$ cat config.mk
export PLATFORM = sky130hd
export DESIGN_NAME = crs_exec
export DESIGN_NICKNAME = d
export VERILOG_FILES = /design/src/rtl/crs_pkg.sv /design/src/rtl/crs_flag_gen.sv /design/src/rtl/crs_vector_addr.sv /design/src/rtl/crs_exec.sv
export SDC_FILE = /design/constraint.sdc
export NUM_CORES = 1
export LEC_CHECK = 0
export BUFFER_PORTS_ARGS = -buffer_cell sky130_fd_sc_hd__clkbuf_2
export CAP_MARGIN = 20
export CORE_MARGIN = 8
export CORE_UTILIZATION = 58
export CTS_CLUSTER_DIAMETER = 50
export CTS_CLUSTER_SIZE = 30
export DETAILED_ROUTE_END_ITERATION = 6
export GPL_TIMING_DRIVEN = 0
export PLACE_DENSITY = 0.83
export SLEW_MARGIN = 10
export SYNTH_ARGS = -nofsm -noshare
export SYNTH_HDL_FRONTEND = slang
export SYNTH_SLANG_ARGS = --single-unit
export TNS_END_PERCENT = 1
$ cat constraint.sdc
create_clock -name CLK_IN -period 4.52 [get_ports CLK_IN]
set_clock_uncertainty 0.15 [all_clocks]
set_input_delay 0.452 -clock CLK_IN [delete_from_list [all_inputs] [get_ports CLK_IN]]
set_output_delay 0.452 -clock CLK_IN [all_outputs]
set_load 0.01 [all_outputs]
$ cat src/rtl/crs_pkg.sv
package crs_pkg;
    // Operation select for the execution block
    typedef enum logic [4:0] {
        OP_ROTATE_LEFT,
        OP_ROTATE_LEFT_VIA_FLAG,
        OP_ROTATE_RIGHT,
        OP_ROTATE_RIGHT_VIA_FLAG,
        OP_SUBTRACT_WITH_BORROW,
        OP_SUBTRACT,
        OP_FORCE_FLAG_HIGH,
        OP_STORE_ACCUMULATOR,
        OP_COPY_STACK_POINTER,
        OP_NIBBLE_SWAP,
        OP_TRAP,
        OP_TEST_REG_A,
        OP_TEST_REG_B,
        OP_EXCHANGE_WITH_B,
        OP_XOR,
        OP_PERIPHERAL_TOGGLE
    } crs_op_t;

    // Extended addressing modes of the accumulator store
    typedef enum logic [1:0] {
        ADDR_DIRECT,
        ADDR_INDEXED,
        ADDR_INDIRECT
    } crs_amode_t;

    localparam logic [15:0] VECTOR_TOP = 16'hFFFF;
    localparam logic [4:0] TRAP_MAX = 5'h17;
    localparam logic [7:0] SP_RESET = 8'h01;
    localparam logic [15:0] PC_RESET = 16'h0000;
    localparam logic [7:0] DATA_RESET = 8'h00;
endpackage

$ cat src/rtl/crs_flag_gen.sv
// Negative and zero from an eight-bit value
module crs_flag_gen (
    input wire logic [7:0] value_in,
    output logic neg_out,
    output logic zero_out
);
    // Sign bit and all-zero detect
    assign neg_out = value_in[7];
    assign zero_out = (value_in == 8'h00);
endmodule

$ cat src/rtl/crs_vector_addr.sv
// Address of one byte of a trap vector pair
module crs_vector_addr (
    input wire logic [4:0] trap_num_in,
    input wire logic low_byte_in,
    output logic [15:0] addr_out
);
    logic [15:0] offset;

    // Trap n pair ends at top minus 2n; high byte sits one below
    always_comb begin
        offset = {10'h000, trap_num_in, 1'b0};
        addr_out = crs_pkg::VECTOR_TOP - offset - {15'h0000, ~low_byte_in};
    end
endmodule

$ cat src/rtl/crs_exec.sv
// Summary of operation
// - rotate left, bit7 to bit0 and carry
// - rotate left via carry, bit7 to carry
// - rotate right, bit0 to bit7 and carry
// - rotate right via carry, bit0 to carry
// - dest minus src minus one plus carry
// - dest minus src, carry means no borrow
// - set carry, clear negative, set zero
// - store A anywhere, three addressing modes
// - stack pointer into B, flags kept
// - swap nibbles, carry from result bit0
// - trap pushes PC high then low
// - vector high byte at lower address
// - traps 0-3 share interrupt vectors, PC only
// - trap 0 jumps to reset handler only
// - test A or B, clear carry
// - exchange with B, flags from old B
// - xor into destination, clear carry
// - peripheral toggle read-modify-write
// - peripheral read always before write
module crs_exec (
    input wire logic CLK_IN,
    input wire logic SYS_RST_IN,
    input wire logic START_IN,
    input wire crs_pkg::crs_op_t OP_IN,
    input wire crs_pkg::crs_amode_t AMODE_IN,
    input wire logic [7:0] SRC_IN,
    input wire logic [7:0] DST_IN,
    input wire logic [7:0] REG_A_IN,
    input wire logic [7:0] REG_B_IN,
    input wire logic [15:0] ADDR_IN,
    input wire logic [15:0] PAIR_IN,
    input wire logic [4:0] TRAP_NUM_IN,
    input wire logic [7:0] SP_IN,
    input wire logic [15:0] PC_IN,
    input wire logic CARRY_IN,
    input wire logic NEG_IN,
    input wire logic ZERO_IN,
    input wire logic [7:0] MEM_RDATA_IN,
    output logic BUSY_OUT,
    output logic DONE_OUT,
    output logic [7:0] RESULT_OUT,
    output logic RESULT_WE_OUT,
    output logic [7:0] B_RESULT_OUT,
    output logic B_WE_OUT,
    output logic [7:0] SP_OUT,
    output logic [15:0] PC_OUT,
    output logic PC_WE_OUT,
    output logic CARRY_OUT,
    output logic NEG_OUT,
    output logic ZERO_OUT,
    output logic FLAGS_WE_OUT,
    output logic [15:0] MEM_ADDR_OUT,
    output logic [7:0] MEM_WDATA_OUT,
    output logic MEM_RD_OUT,
    output logic MEM_WR_OUT,
    output logic PERIPH_RD_OUT,
    output logic PERIPH_WR_OUT
);
    typedef enum logic [2:0] {
        ST_IDLE,
        ST_PUSH_HIGH,
        ST_PUSH_LOW,
        ST_VEC_HIGH,
        ST_VEC_LOW,
        ST_PER_READ,
        ST_PER_WRITE
    } crs_state_t;

    crs_state_t state_reg, state_next;
    logic busy_reg, busy_next, done_reg, done_next;
    logic result_we_reg, result_we_next, b_we_reg, b_we_next;
    logic pc_we_reg, pc_we_next, flags_we_reg, flags_we_next;
    logic carry_reg, carry_next, neg_reg, neg_next, zero_reg, zero_next;
    logic mem_rd_reg, mem_rd_next, mem_wr_reg, mem_wr_next;
    logic per_rd_reg, per_rd_next, per_wr_reg, per_wr_next;
    logic [7:0] result_reg, result_next, b_result_reg, b_result_next;
    logic [7:0] sp_reg, sp_next, mem_wdata_reg, mem_wdata_next;
    logic [7:0] vec_high_reg, vec_high_next, src_reg, src_next;
    logic [15:0] pc_reg, pc_next, mem_addr_reg, mem_addr_next;
    logic [4:0] trap_reg, trap_next;

    logic [7:0] alu_val, tgl_val;
    logic alu_carry, alu_neg, alu_zero, tgl_neg, tgl_zero, vec_low_sel;
    logic [8:0] diff;
    logic [15:0] vec_addr;

    // Negative and zero of the single-cycle result
    crs_flag_gen u_alu_flags (
        .value_in(alu_val), .neg_out(alu_neg), .zero_out(alu_zero)
    );
    // Negative and zero of the peripheral toggle result
    crs_flag_gen u_tgl_flags (
        .value_in(tgl_val), .neg_out(tgl_neg), .zero_out(tgl_zero)
    );
    // Vector table byte address for the trap in flight
    crs_vector_addr u_vec_addr (
        .trap_num_in(trap_reg), .low_byte_in(vec_low_sel), .addr_out(vec_addr)
    );

    assign tgl_val = MEM_RDATA_IN ^ src_reg;
    assign vec_low_sel = (state_reg == ST_VEC_LOW);

    // Single-cycle data operations
    always_comb begin
        alu_val = DST_IN;
        alu_carry = 1'b0;
        diff = 9'h000;
        unique case (OP_IN)
            crs_pkg::OP_ROTATE_LEFT: begin
                alu_val = {DST_IN[6:0], DST_IN[7]};
                alu_carry = DST_IN[7];
            end
            crs_pkg::OP_ROTATE_LEFT_VIA_FLAG: begin
                alu_val = {DST_IN[6:0], CARRY_IN};
                alu_carry = DST_IN[7];
            end
            crs_pkg::OP_ROTATE_RIGHT: begin
                alu_val = {DST_IN[0], DST_IN[7:1]};
                alu_carry = DST_IN[0];
            end
            crs_pkg::OP_ROTATE_RIGHT_VIA_FLAG: begin
                alu_val = {CARRY_IN, DST_IN[7:1]};
                alu_carry = DST_IN[0];
            end
            crs_pkg::OP_SUBTRACT_WITH_BORROW: begin
                // Borrow shows as bit 8 of the extended difference
                diff = {1'b0, DST_IN} - {1'b0, SRC_IN} - 9'h001
                    + {8'h00, CARRY_IN};
                alu_val = diff[7:0];
                alu_carry = ~diff[8];
            end
            crs_pkg::OP_SUBTRACT: begin
                diff = {1'b0, DST_IN} - {1'b0, SRC_IN};
                alu_val = diff[7:0];
                alu_carry = ~diff[8];
            end
            crs_pkg::OP_FORCE_FLAG_HIGH: begin
                alu_val = 8'h00;
                alu_carry = 1'b1;
            end
            crs_pkg::OP_STORE_ACCUMULATOR: alu_val = REG_A_IN;
            crs_pkg::OP_NIBBLE_SWAP: begin
                alu_val = {DST_IN[3:0], DST_IN[7:4]};
                alu_carry = DST_IN[4];
            end
            crs_pkg::OP_TEST_REG_A: alu_val = REG_A_IN;
            crs_pkg::OP_TEST_REG_B: alu_val = REG_B_IN;
            crs_pkg::OP_EXCHANGE_WITH_B: alu_val = REG_B_IN;
            crs_pkg::OP_XOR: alu_val = SRC_IN ^ DST_IN;
            default: alu_val = DST_IN;
        endcase
    end

    // Sequencer: next values of every output and state
    always_comb begin
        state_next = state_reg;
        busy_next = busy_reg;
        {done_next, result_we_next, b_we_next, pc_we_next} = 4'h0;
        {flags_we_next, mem_rd_next, mem_wr_next} = 3'h0;
        {per_rd_next, per_wr_next} = 2'h0;
        result_next = result_reg;
        b_result_next = b_result_reg;
        sp_next = sp_reg;
        pc_next = pc_reg;
        carry_next = carry_reg;
        neg_next = neg_reg;
        zero_next = zero_reg;
        mem_addr_next = mem_addr_reg;
        mem_wdata_next = mem_wdata_reg;
        trap_next = trap_reg;
        vec_high_next = vec_high_reg;
        src_next = src_reg;
        unique case (state_reg)
            ST_IDLE: begin
                sp_next = SP_IN;
                if (START_IN) begin
                    busy_next = 1'b1;
                    src_next = SRC_IN;
                    // Flags from the ALU unless the operation keeps them
                    carry_next = alu_carry;
                    neg_next = alu_neg;
                    zero_next = alu_zero;
                    unique case (OP_IN)
                        crs_pkg::OP_STORE_ACCUMULATOR: begin
                            // Any byte of the full space
                            unique case (AMODE_IN)
                                crs_pkg::ADDR_INDEXED:
                                    mem_addr_next = ADDR_IN
                                        + {8'h00, REG_B_IN};
                                crs_pkg::ADDR_INDIRECT:
                                    mem_addr_next = PAIR_IN;
                                default:
                                    mem_addr_next = ADDR_IN;
                            endcase
                            mem_wdata_next = REG_A_IN;
                            mem_wr_next = 1'b1;
                            flags_we_next = 1'b1;
                            done_next = 1'b1;
                            busy_next = 1'b0;
                        end
                        crs_pkg::OP_COPY_STACK_POINTER: begin
                            b_result_next = SP_IN;
                            b_we_next = 1'b1;
                            carry_next = CARRY_IN;
                            {neg_next, zero_next} = {NEG_IN, ZERO_IN};
                            done_next = 1'b1;
                            busy_next = 1'b0;
                        end
                        crs_pkg::OP_TRAP: begin
                            // Status kept; no register init even for 0
                            trap_next = (TRAP_NUM_IN > crs_pkg::TRAP_MAX)
                                ? crs_pkg::TRAP_MAX : TRAP_NUM_IN;
                            carry_next = CARRY_IN;
                            {neg_next, zero_next} = {NEG_IN, ZERO_IN};
                            state_next = ST_PUSH_HIGH;
                        end
                        crs_pkg::OP_PERIPHERAL_TOGGLE: begin
                            mem_addr_next = {8'h00, DST_IN};
                            per_rd_next = 1'b1;
                            state_next = ST_PER_READ;
                        end
                        crs_pkg::OP_EXCHANGE_WITH_B: begin
                            result_next = REG_B_IN;
                            result_we_next = 1'b1;
                            b_result_next = DST_IN;
                            b_we_next = 1'b1;
                            flags_we_next = 1'b1;
                            done_next = 1'b1;
                            busy_next = 1'b0;
                        end
                        crs_pkg::OP_TEST_REG_A,
                        crs_pkg::OP_TEST_REG_B,
                        crs_pkg::OP_FORCE_FLAG_HIGH: begin
                            flags_we_next = 1'b1;
                            done_next = 1'b1;
                            busy_next = 1'b0;
                        end
                        default: begin
                            result_next = alu_val;
                            result_we_next = 1'b1;
                            flags_we_next = 1'b1;
                            done_next = 1'b1;
                            busy_next = 1'b0;
                        end
                    endcase
                end
            end
            ST_PUSH_HIGH: begin
                sp_next = sp_reg + 8'h01;
                mem_addr_next = {8'h00, sp_reg + 8'h01};
                mem_wdata_next = PC_IN[15:8];
                mem_wr_next = 1'b1;
                state_next = ST_PUSH_LOW;
            end
            ST_PUSH_LOW: begin
                sp_next = sp_reg + 8'h01;
                mem_addr_next = {8'h00, sp_reg + 8'h01};
                mem_wdata_next = PC_IN[7:0];
                mem_wr_next = 1'b1;
                state_next = ST_VEC_HIGH;
            end
            ST_VEC_HIGH: begin
                mem_addr_next = vec_addr;
                mem_rd_next = 1'b1;
                state_next = ST_VEC_LOW;
            end
            ST_VEC_LOW: begin
                // High byte returned from the lower address
                vec_high_next = MEM_RDATA_IN;
                mem_addr_next = vec_addr;
                mem_rd_next = 1'b1;
                state_next = ST_PER_WRITE;
            end
            ST_PER_READ: begin
                result_next = tgl_val;
                mem_wdata_next = tgl_val;
                {per_wr_next, result_we_next} = 2'h3;
                carry_next = 1'b0;
                {neg_next, zero_next} = {tgl_neg, tgl_zero};
                flags_we_next = 1'b1;
                done_next = 1'b1;
                busy_next = 1'b0;
                state_next = ST_IDLE;
            end
            ST_PER_WRITE: begin
                // Last vector byte arrives; load the PC
                pc_next = {vec_high_reg, MEM_RDATA_IN};
                pc_we_next = 1'b1;
                done_next = 1'b1;
                busy_next = 1'b0;
                state_next = ST_IDLE;
            end
        endcase
    end

    // State registers
    always_ff @(posedge CLK_IN or posedge SYS_RST_IN) begin
        if (SYS_RST_IN) begin
            state_reg <= ST_IDLE;
            {busy_reg, done_reg, result_we_reg, b_we_reg} <= 4'h0;
            {pc_we_reg, carry_reg, neg_reg, zero_reg} <= 4'h0;
            {flags_we_reg, mem_rd_reg, mem_wr_reg} <= 3'h0;
            {per_rd_reg, per_wr_reg} <= 2'h0;
            {result_reg, b_result_reg} <= {2{crs_pkg::DATA_RESET}};
            {vec_high_reg, src_reg} <= {2{crs_pkg::DATA_RESET}};
            mem_wdata_reg <= crs_pkg::DATA_RESET;
            sp_reg <= crs_pkg::SP_RESET;
            pc_reg <= crs_pkg::PC_RESET;
            mem_addr_reg <= 16'h0000;
            trap_reg <= 5'h00;
        end else begin
            state_reg <= state_next;
            {busy_reg, done_reg} <= {busy_next, done_next};
            {result_we_reg, b_we_reg} <= {result_we_next, b_we_next};
            {pc_we_reg, flags_we_reg} <= {pc_we_next, flags_we_next};
            {carry_reg, neg_reg} <= {carry_next, neg_next};
            {zero_reg, mem_rd_reg} <= {zero_next, mem_rd_next};
            {mem_wr_reg, per_rd_reg} <= {mem_wr_next, per_rd_next};
            per_wr_reg <= per_wr_next;
            {result_reg, b_result_reg} <= {result_next, b_result_next};
            {sp_reg, src_reg} <= {sp_next, src_next};
            {pc_reg, mem_addr_reg} <= {pc_next, mem_addr_next};
            {mem_wdata_reg, vec_high_reg} <= {mem_wdata_next, vec_high_next};
            trap_reg <= trap_next;
        end
    end

    // Outputs straight from flip-flops
    assign {BUSY_OUT, DONE_OUT, RESULT_WE_OUT, B_WE_OUT} =
        {busy_reg, done_reg, result_we_reg, b_we_reg};
    assign {PC_WE_OUT, FLAGS_WE_OUT, MEM_RD_OUT, MEM_WR_OUT} =
        {pc_we_reg, flags_we_reg, mem_rd_reg, mem_wr_reg};
    assign {CARRY_OUT, NEG_OUT, ZERO_OUT} = {carry_reg, neg_reg, zero_reg};
    assign {PERIPH_RD_OUT, PERIPH_WR_OUT} = {per_rd_reg, per_wr_reg};
    assign {RESULT_OUT, B_RESULT_OUT} = {result_reg, b_result_reg};
    assign {SP_OUT, MEM_WDATA_OUT} = {sp_reg, mem_wdata_reg};
    assign {PC_OUT, MEM_ADDR_OUT} = {pc_reg, mem_addr_reg};
endmodule

==> results.yml, run 1 <==
setup_path:
  rr_endpoint: "RESULT_OUT[3]"
  cp-end-kind: "register"
  cp-startpoint: "DST_IN[0]"
  critical_path_class: "input pin to register"
  r2r_start: "state_reg[0]"
  rrSetupSlack_ns: 1.70
  critPathLaunchType: "input pin"
  reg2reg_depth: 9
  critPathArrivalTime_ns: 3.17
  crit_fanout: 6
  required_ns: 4.57
power_and_ir_drop:
  intPower_mw: 2.74
  p_comb_frac: 0.506
  max-vdd-ir-drop_v: 0.000402
  power_leakage_nw: 3.96
  power_mw: 4.89
  p_switching_mw: 2.14
  power_frac_seq: 0.336
  p_sw_frac: 0.439
  power_density_nw_per_um2: 590
  clockPowerShare: 0.158
routing:
  postRouteWirelength_mm: 22.5
  vias: 7126
  detail-route-antenna-nets: 0
  route.detailed.drc: 0
  viasPerCell: 6.23
  dr.first_iter.drc_count: 773
  firstDrtPassIters: 6
  detail_route.wl_per_cell_um: 19.7
timing:
  slew_viol_final: 0
  rsz0062_at_grt: "false"
  hold_viol_final: 0
  tns_ns: 0
  tightest_slew_ns: 0.834
  setup_viol: 0
  fin_crit_sh: 0.690
  slew_headroom: 0.439
  clock.fmax_ghz: 0.321
  min_period_ns: 3.12
floorplanning:
  initial_utilization: 0.597
  die-width_um: 125
  rows: 39
  dieArea_um2: 15500
  ios: 191
  die_y_um: 125
  core_area_um2: 11500
cts:
  cts_buffers: 9
  cts-root-buf: "clkbuf_16"
  clock-sinks: 101
  clk_latency_ns: 0.35
  clk_pin_slew_ns: 0.07
  cts_resized: 0
  ctsHoldBuffers: 0
  clk_path_buf_depth: 2
  cts_setup_buffers: 0
  cts_tree: "built"
  cts_htree_levels: 3
final_layout:
  final_nets: 1132
  fin_cells: 1143
  nFillCells: 930
  drive_above_1_share: 0.263
  antenna_cells: 0
  area.growth.synth_to_final_pct: 21.1
placement:
  gp_congestion: 0.985
  port_buffers: 188
  hpwl_mm: 18.0
  place_inst: 1127
global_routing:
  grt.overflow.total: 0
  grt_pass1_wl_mm: 36.2
  grt_max_degree: 62
  groute.usage.overall: 0.283
  grt_pass1_vias: 6951
  antenna_found_initial: 0
worst_hold_path:
  hp-class: "input pin to async pin"
logic_synthesis:
  syn_inst: 795
  ys_seq_area_frac: 0.370
  postSynthAreaPerCell_um2: 8.61
  synthArstFlopShare: 1.00
  ys_seq_elements: 101
  syn_area_um2: 6840
  synth_edf_count: 0
  synth_nets: 932
  ys.flop_type: "dfrtp_1"
  ys_warn_count: 0
  ys_types: 69
flow_run:
  drv_cap: 0
outcome:
  status: "completed"
## metrics by stage
step	utilization	hold slack (ns)	instance area (µm²)	setup WS [ns]
detailed placement	0.696	0.325	7980	1.10
global placement	0.694	0.312	7960	0.202
global route	0.723	0.144	8290	1.19
finish	0.723	0.0697	8290	1.40
floorplan	-	0.317	6840	1.27
CTS	0.723	0.109	8290	1.46
## cell families after synthesis
family                     share of synthesized area
buffers and inverters                         0.0472
AOI/OAI and AO/OA                              0.240
and+or+nand+nor                                0.181
xor gates and xnor gates                      0.0410
muxes                                         0.0770
adders and majority gates                     0.0443
DFF                                            0.370
## layout by cell type, fill, tap and decap left out, types with 18 or more instances in the layout
cell / instances
a21oi_1: 53
o21ai_0: 75
nor2_1: 52
a221oi_1: 18
mux2i_1: 20
dfrtp_1: 100
inv_1: 31
mux2_2: 29
nand3_1: 19
ha_1: 21
nand2_1: 101
clkbuf_2: 188
clkbuf_1: 34
xnor2_1: 21
nor3_1: 18
## worst max-delay path: stages
cell	delay [ns]
clkbuf_2	0.22
inv_1	0.12
ha_1	0.24
fa_1	0.44
nand2b_1	0.20
a21oi_1	0.17
xor2_1	0.11
nor3_1	0.30
a21o_1	0.17
nand2_1	0.05
a221oi_1	0.50
o221ai_1	0.21
## synthesized netlist by cell type, drive strengths merged (3+ instances only)
master / instances / area (µm²)
o221ai: 8 / 70.1
a221oi: 18 / 158
a222oi: 4 / 40.0
or2: 9 / 56.3
buf: 13 / 75.1
nand4: 3 / 18.8
nor2: 53 / 201
and3: 11 / 68.8
o21ai: 75 / 375
a211oi: 17 / 128
o22ai: 6 / 37.5
nor4: 4 / 31.3
a31oi: 7 / 43.8
nor2b: 11 / 68.8
nand3b: 3 / 22.5
xor2: 11 / 96.3
inv: 32 / 120
nor3: 19 / 100
a21oi: 53 / 265
o31ai: 4 / 30.0
o22a: 4 / 35.0
and2: 3 / 18.8
nand2: 102 / 385
o2111ai: 3 / 26.3
nand2b: 8 / 50.1
dfrtp: 100 / 2500
mux2i: 20 / 200
a22oi: 11 / 82.6
mux2: 29 / 327
a311oi: 4 / 35.0
clkbuf: 34 / 128
o211ai: 4 / 30.0
o21a: 5 / 37.5
nand3: 19 / 95.1
or3: 4 / 30.0
xnor2: 21 / 184
ha: 21 / 263
a21o: 13 / 97.6
## cell type report
class | count | area, µm² | share of cell area
plain buffers | 47 | 203 | 0.0245
clock buffers | 10 | 239 | 0.0288
clock inverters | 6 | 63.8 | 0.00770
inverters | 32 | 123 | 0.0148
multi-input cells | 615 | 3990 | 0.482
flip-flops and latches | 101 | 2530 | 0.305
well taps | 143 | 179 | 0.0216
repair buffers | 189 | 961 | 0.116
## per-layer routing
metal	routed length (µm)	up-vias	global-route usage	part of all wire
li1	-	3321	-	-
met1	9570	3375	0.389	0.42
met2	10100	389	0.433	0.45
met3	2410	41	0.0630	0.11
met4	475	0	0.0879	0.021
met5	0	-	0	0
## power by group through the flow
| stage | clock network, mW | registers, mW | logic, mW |
|---|---|---|---|
| 6_report | 0.773 | 1.64 | 2.47 |
| 5_1_grt | 0.814 | 1.68 | 2.73 |
| 4_1_cts | 0.775 | 1.63 | 2.46 |
| 3_5_place_dp | 0 | 1.64 | 2.43 |
| 3_3_place_gp | 0 | 1.62 | 2.38 |
| 2_1_floorplan | 0 | 1.73 | 1.46 |
## worst max-delay path by stage
stage                          endpoint  slack (ns)  cells past startpoint
after global routing      RESULT_OUT[6]        1.19                     12
final                     RESULT_OUT[6]        1.40                     12
after detailed placement       ZERO_OUT        1.10                     12
after floorplan                BUSY_OUT        1.27                      1
after global placement       src_reg[5]        0.20                      2
after CTS                      ZERO_OUT        1.46                     12
No activity file was read; power rests on OpenSTA's default activity.
==> inputs of run 2 (changes only) <==
--- a/config.mk
+++ b/config.mk
@@ -5,15 +5,16 @@
 export SDC_FILE = /design/constraint.sdc
 export NUM_CORES = 1
 export LEC_CHECK = 0
+export ABC_AREA = 1
 export BUFFER_PORTS_ARGS = -buffer_cell sky130_fd_sc_hd__clkbuf_2
 export CAP_MARGIN = 20
 export CORE_MARGIN = 8
-export CORE_UTILIZATION = 58
+export CORE_UTILIZATION = 53
 export CTS_CLUSTER_DIAMETER = 50
 export CTS_CLUSTER_SIZE = 30
 export DETAILED_ROUTE_END_ITERATION = 6
 export GPL_TIMING_DRIVEN = 0
-export PLACE_DENSITY = 0.83
+export PLACE_DENSITY = 0.77
 export SLEW_MARGIN = 10
 export SYNTH_ARGS = -nofsm -noshare
 export SYNTH_HDL_FRONTEND = slang
==> constraint.sdc (replaced) <==
create_clock -name CLK_IN -period 2.9 [get_ports CLK_IN]
set_clock_uncertainty 0.15 [all_clocks]
set_input_delay 0.29 -clock CLK_IN [delete_from_list [all_inputs] [get_ports CLK_IN]]
set_output_delay 0.29 -clock CLK_IN [all_outputs]
set_load 0.01 [all_outputs]
==> run 2 against run 1 <==
Clock-buffer cell count is 1 higher. Critical endpoint is now ZERO_OUT. Critical path type unchanged. Synthesized cell count is 24% higher. Utilization is 5.9 points lower. Via count is 6.2% higher.
==> results.yml, run 2 <==
routing:
  detail-route-antenna-nets: 0
  vias: 7569
  dr.first_iter.drc_count: 770
  postRouteWirelength_mm: 23.6
  detail_route.wl_per_cell_um: 17.3
  viasPerCell: 5.54
  firstDrtPassIters: 6
  route.detailed.drc: 0
worst_hold_path:
  holdPathStages: 2
  hold_end: "trap_reg[3]"
  holdCritStartpoint: "TRAP_NUM_IN[3]"
  hp-class: "input pin to register"
timing:
  slew_viol_final: 0
  min_period_ns: 2.73
  slew_headroom: 0.472
  clock.fmax_ghz: 0.367
  hold_viol_final: 0
  setup_viol: 0
  tns_ns: 0
  fin_crit_sh: 0.940
  rsz0062_at_grt: "false"
  tightest_slew_ns: 0.790
cts:
  clk_pin_slew_ns: 0.07
  cts_tree: "built"
  clk_path_buf_depth: 2
  clk_latency_ns: 0.34
  cts_htree_levels: 3
  cts_buffers: 9
  clock-sinks: 101
  cts-root-buf: "clkbuf_16"
  cts_setup_buffers: 0
placement:
  hpwl_mm: 19.1
  port_buffers: 190
  gp_congestion: 0.958
final_layout:
  drive_above_1_share: 0.211
  final_common_cell: "nand2_1"
  final_cell_mix: "nand2_1, clkbuf_2, dfrtp_1"
  final_util: 0.664
  antenna_cells: 0
  area.growth.synth_to_final_pct: 22.7
  final_nets: 1327
logic_synthesis:
  ys_types: 51
  synth.most_common_cell: "nand2_1"
  syn_inst: 986
  synthArstFlopShare: 1.00
  ys_warn_count: 0
  yosys.area.top_type: "dfrtp_1"
  ys.flop_type: "dfrtp_1"
  synth_top_area_frac: 0.367
  postSynthAreaPerCell_um2: 6.92
  syn_area_um2: 6830
  ys_seq_elements: 101
  synth_common_cells: "nand2_1, dfrtp_1, inv_1, nor2_1, nand3_1"
  synth_nets: 1123
  ys_top_cells_by_area: "dfrtp_1, nand2_1, nand3_1"
  synth_edf_count: 0
  ys_seq_area_frac: 0.370
setup_path:
  critPathLaunchType: "input pin"
  r2r_start: "state_reg[1]"
  rr_endpoint: "MEM_ADDR_OUT[0]"
  critical_path_class: "input pin to register"
  cp-end-kind: "register"
  reg2reg_depth: 11
  required_ns: 2.98
  rrSetupSlack_ns: 0.32
  crit_fanout: 7
  critPathArrivalTime_ns: 2.81
power_and_ir_drop:
  clockPowerShare: 0.174
  max-vdd-ir-drop_v: 0.000352
  power_leakage_nw: 4.51
  p_comb_frac: 0.491
  power_frac_seq: 0.335
  p_sw_frac: 0.432
  intPower_mw: 4.27
  p_switching_mw: 3.24
  power_mw: 7.51
  power_density_nw_per_um2: 897
floorplanning:
  initial_utilization: 0.541
  dieArea_um2: 16800
  ios: 191
  die_y_um: 129
  core_area_um2: 12600
  die-width_um: 129
  rows: 41
flow_run:
  drv_cap: 0
global_routing:
  antenna_found_initial: 0
  grt_max_degree: 36
  grt_pass1_vias: 7035
  grt_pass1_wl_mm: 36.6
  groute.usage.overall: 0.278
  grt.overflow.total: 0
outcome:
  status: "completed"
## run 2: cell types whose count changed after synthesis, moves of 15 or more
cell      delta
a221oi_1    -17
xnor2_1     -21
nor2_1      +39
nand3_1     +69
o21ai_0     -15
nand4_1     +17
nand2_1    +224
mux2_2      -22
inv_1       +64
clkbuf_1    -21
mux2i_1     -20
## run 2: timing repair
| action | in CTS | in global routing |
|---|---|---|
| hold buffers | 1 | 0 |
| gates resized for setup | 0 | 2 |
| endpoints found under the hold margin | 32 | 0 |
| endpoints found under the setup margin | 0 | 2 |
## run 2: logic make-up after synthesis
family / after synthesis / synth area share
adder cells (fa/ha/maj): 23 / 0.0444
AO/OA/AOI/OAI: 169 / 0.152
AND/OR/NAND/NOR: 552 / 0.339
multiplexers: 7 / 0.0115
XOR/XNOR: 8 / 0.0103
buffers and inverters: 126 / 0.0726
flip-flops: 101 / 0.370
## run 2: worst max path at each step
stage,slack (ns),from,endpoint
6_report,0.17,DST_IN[0],ZERO_OUT
5_1_grt,0.03,DST_IN[0],NEG_OUT
4_1_cts,0.13,DST_IN[0],ZERO_OUT
3_5_place_dp,-0.17,DST_IN[0],ZERO_OUT
3_3_place_gp,-0.19,DST_IN[0],ZERO_OUT
2_1_floorplan,0.47,DST_IN[0],ZERO_OUT
## run 2: layer usage
layer  vias to the layer above  part of all wire  global-route usage  wire length (µm)
met5                         -                 0                   0                 0
met4                         0             0.018              0.0786               435
met3                        35             0.083              0.0423              1960
met2                       348              0.46               0.437             10800
met1                      3508              0.44               0.388             10400
li1                       3678                 -                   -                 -
## run 2: worst max-delay path: stages
cell,delay (ns)
clkbuf_2,0.20
inv_1,0.11
ha_1,0.23
fa_1,0.55
ha_1,0.19
inv_1,0.05
a21oi_1,0.16
nand3_1,0.15
nor2_1,0.16
nand2_1,0.06
nand2_1,0.06
nand3_1,0.09
a21oi_2,0.21
nor2_1,0.07
nand3_1,0.07
nand2_1,0.05
nand2_1,0.05
nand2_1,0.05
## run 2: power by group through the flow
stage               Clock [mW]  Sequential [mW]  Combinational [mW]
floorplan                    0             2.68                2.11
global placement             0             2.51                3.58
detailed placement           0             2.53                3.66
CTS                       1.30             2.51                3.68
global route              1.36             2.60                4.09
finish                    1.30             2.52                3.69
## run 2: layout make-up
class / instances / area [µm²]
buffer: 20 / 97.6
clock buffer: 11 / 243
clock inverter: 5 / 81.3
fill: 1191 / 4240
inverter: 106 / 402
multi-input combinational: 759 / 3810
sequential: 101 / 2530
tap: 172 / 215
timing repair buffer: 193 / 1000
## run 2: stage by stage
| step | instances | hold slack (ns) | setup slack [ns] | cell area (µm²) |
|---|---|---|---|---|
| 6_report | 1367 | 0.0415 | 0.173 | 8380 |
| 3_3_place_gp | 1348 | 0.299 | -0.187 | 8000 |
| 3_5_place_dp | 1350 | 0.308 | -0.171 | 8040 |
| 5_1_grt | 1367 | 0.0384 | 0.0294 | 8380 |
| 4_1_cts | 1367 | 0.0404 | 0.126 | 8370 |
| 2_1_floorplan | 986 | 0.250 | 0.467 | 6830 |
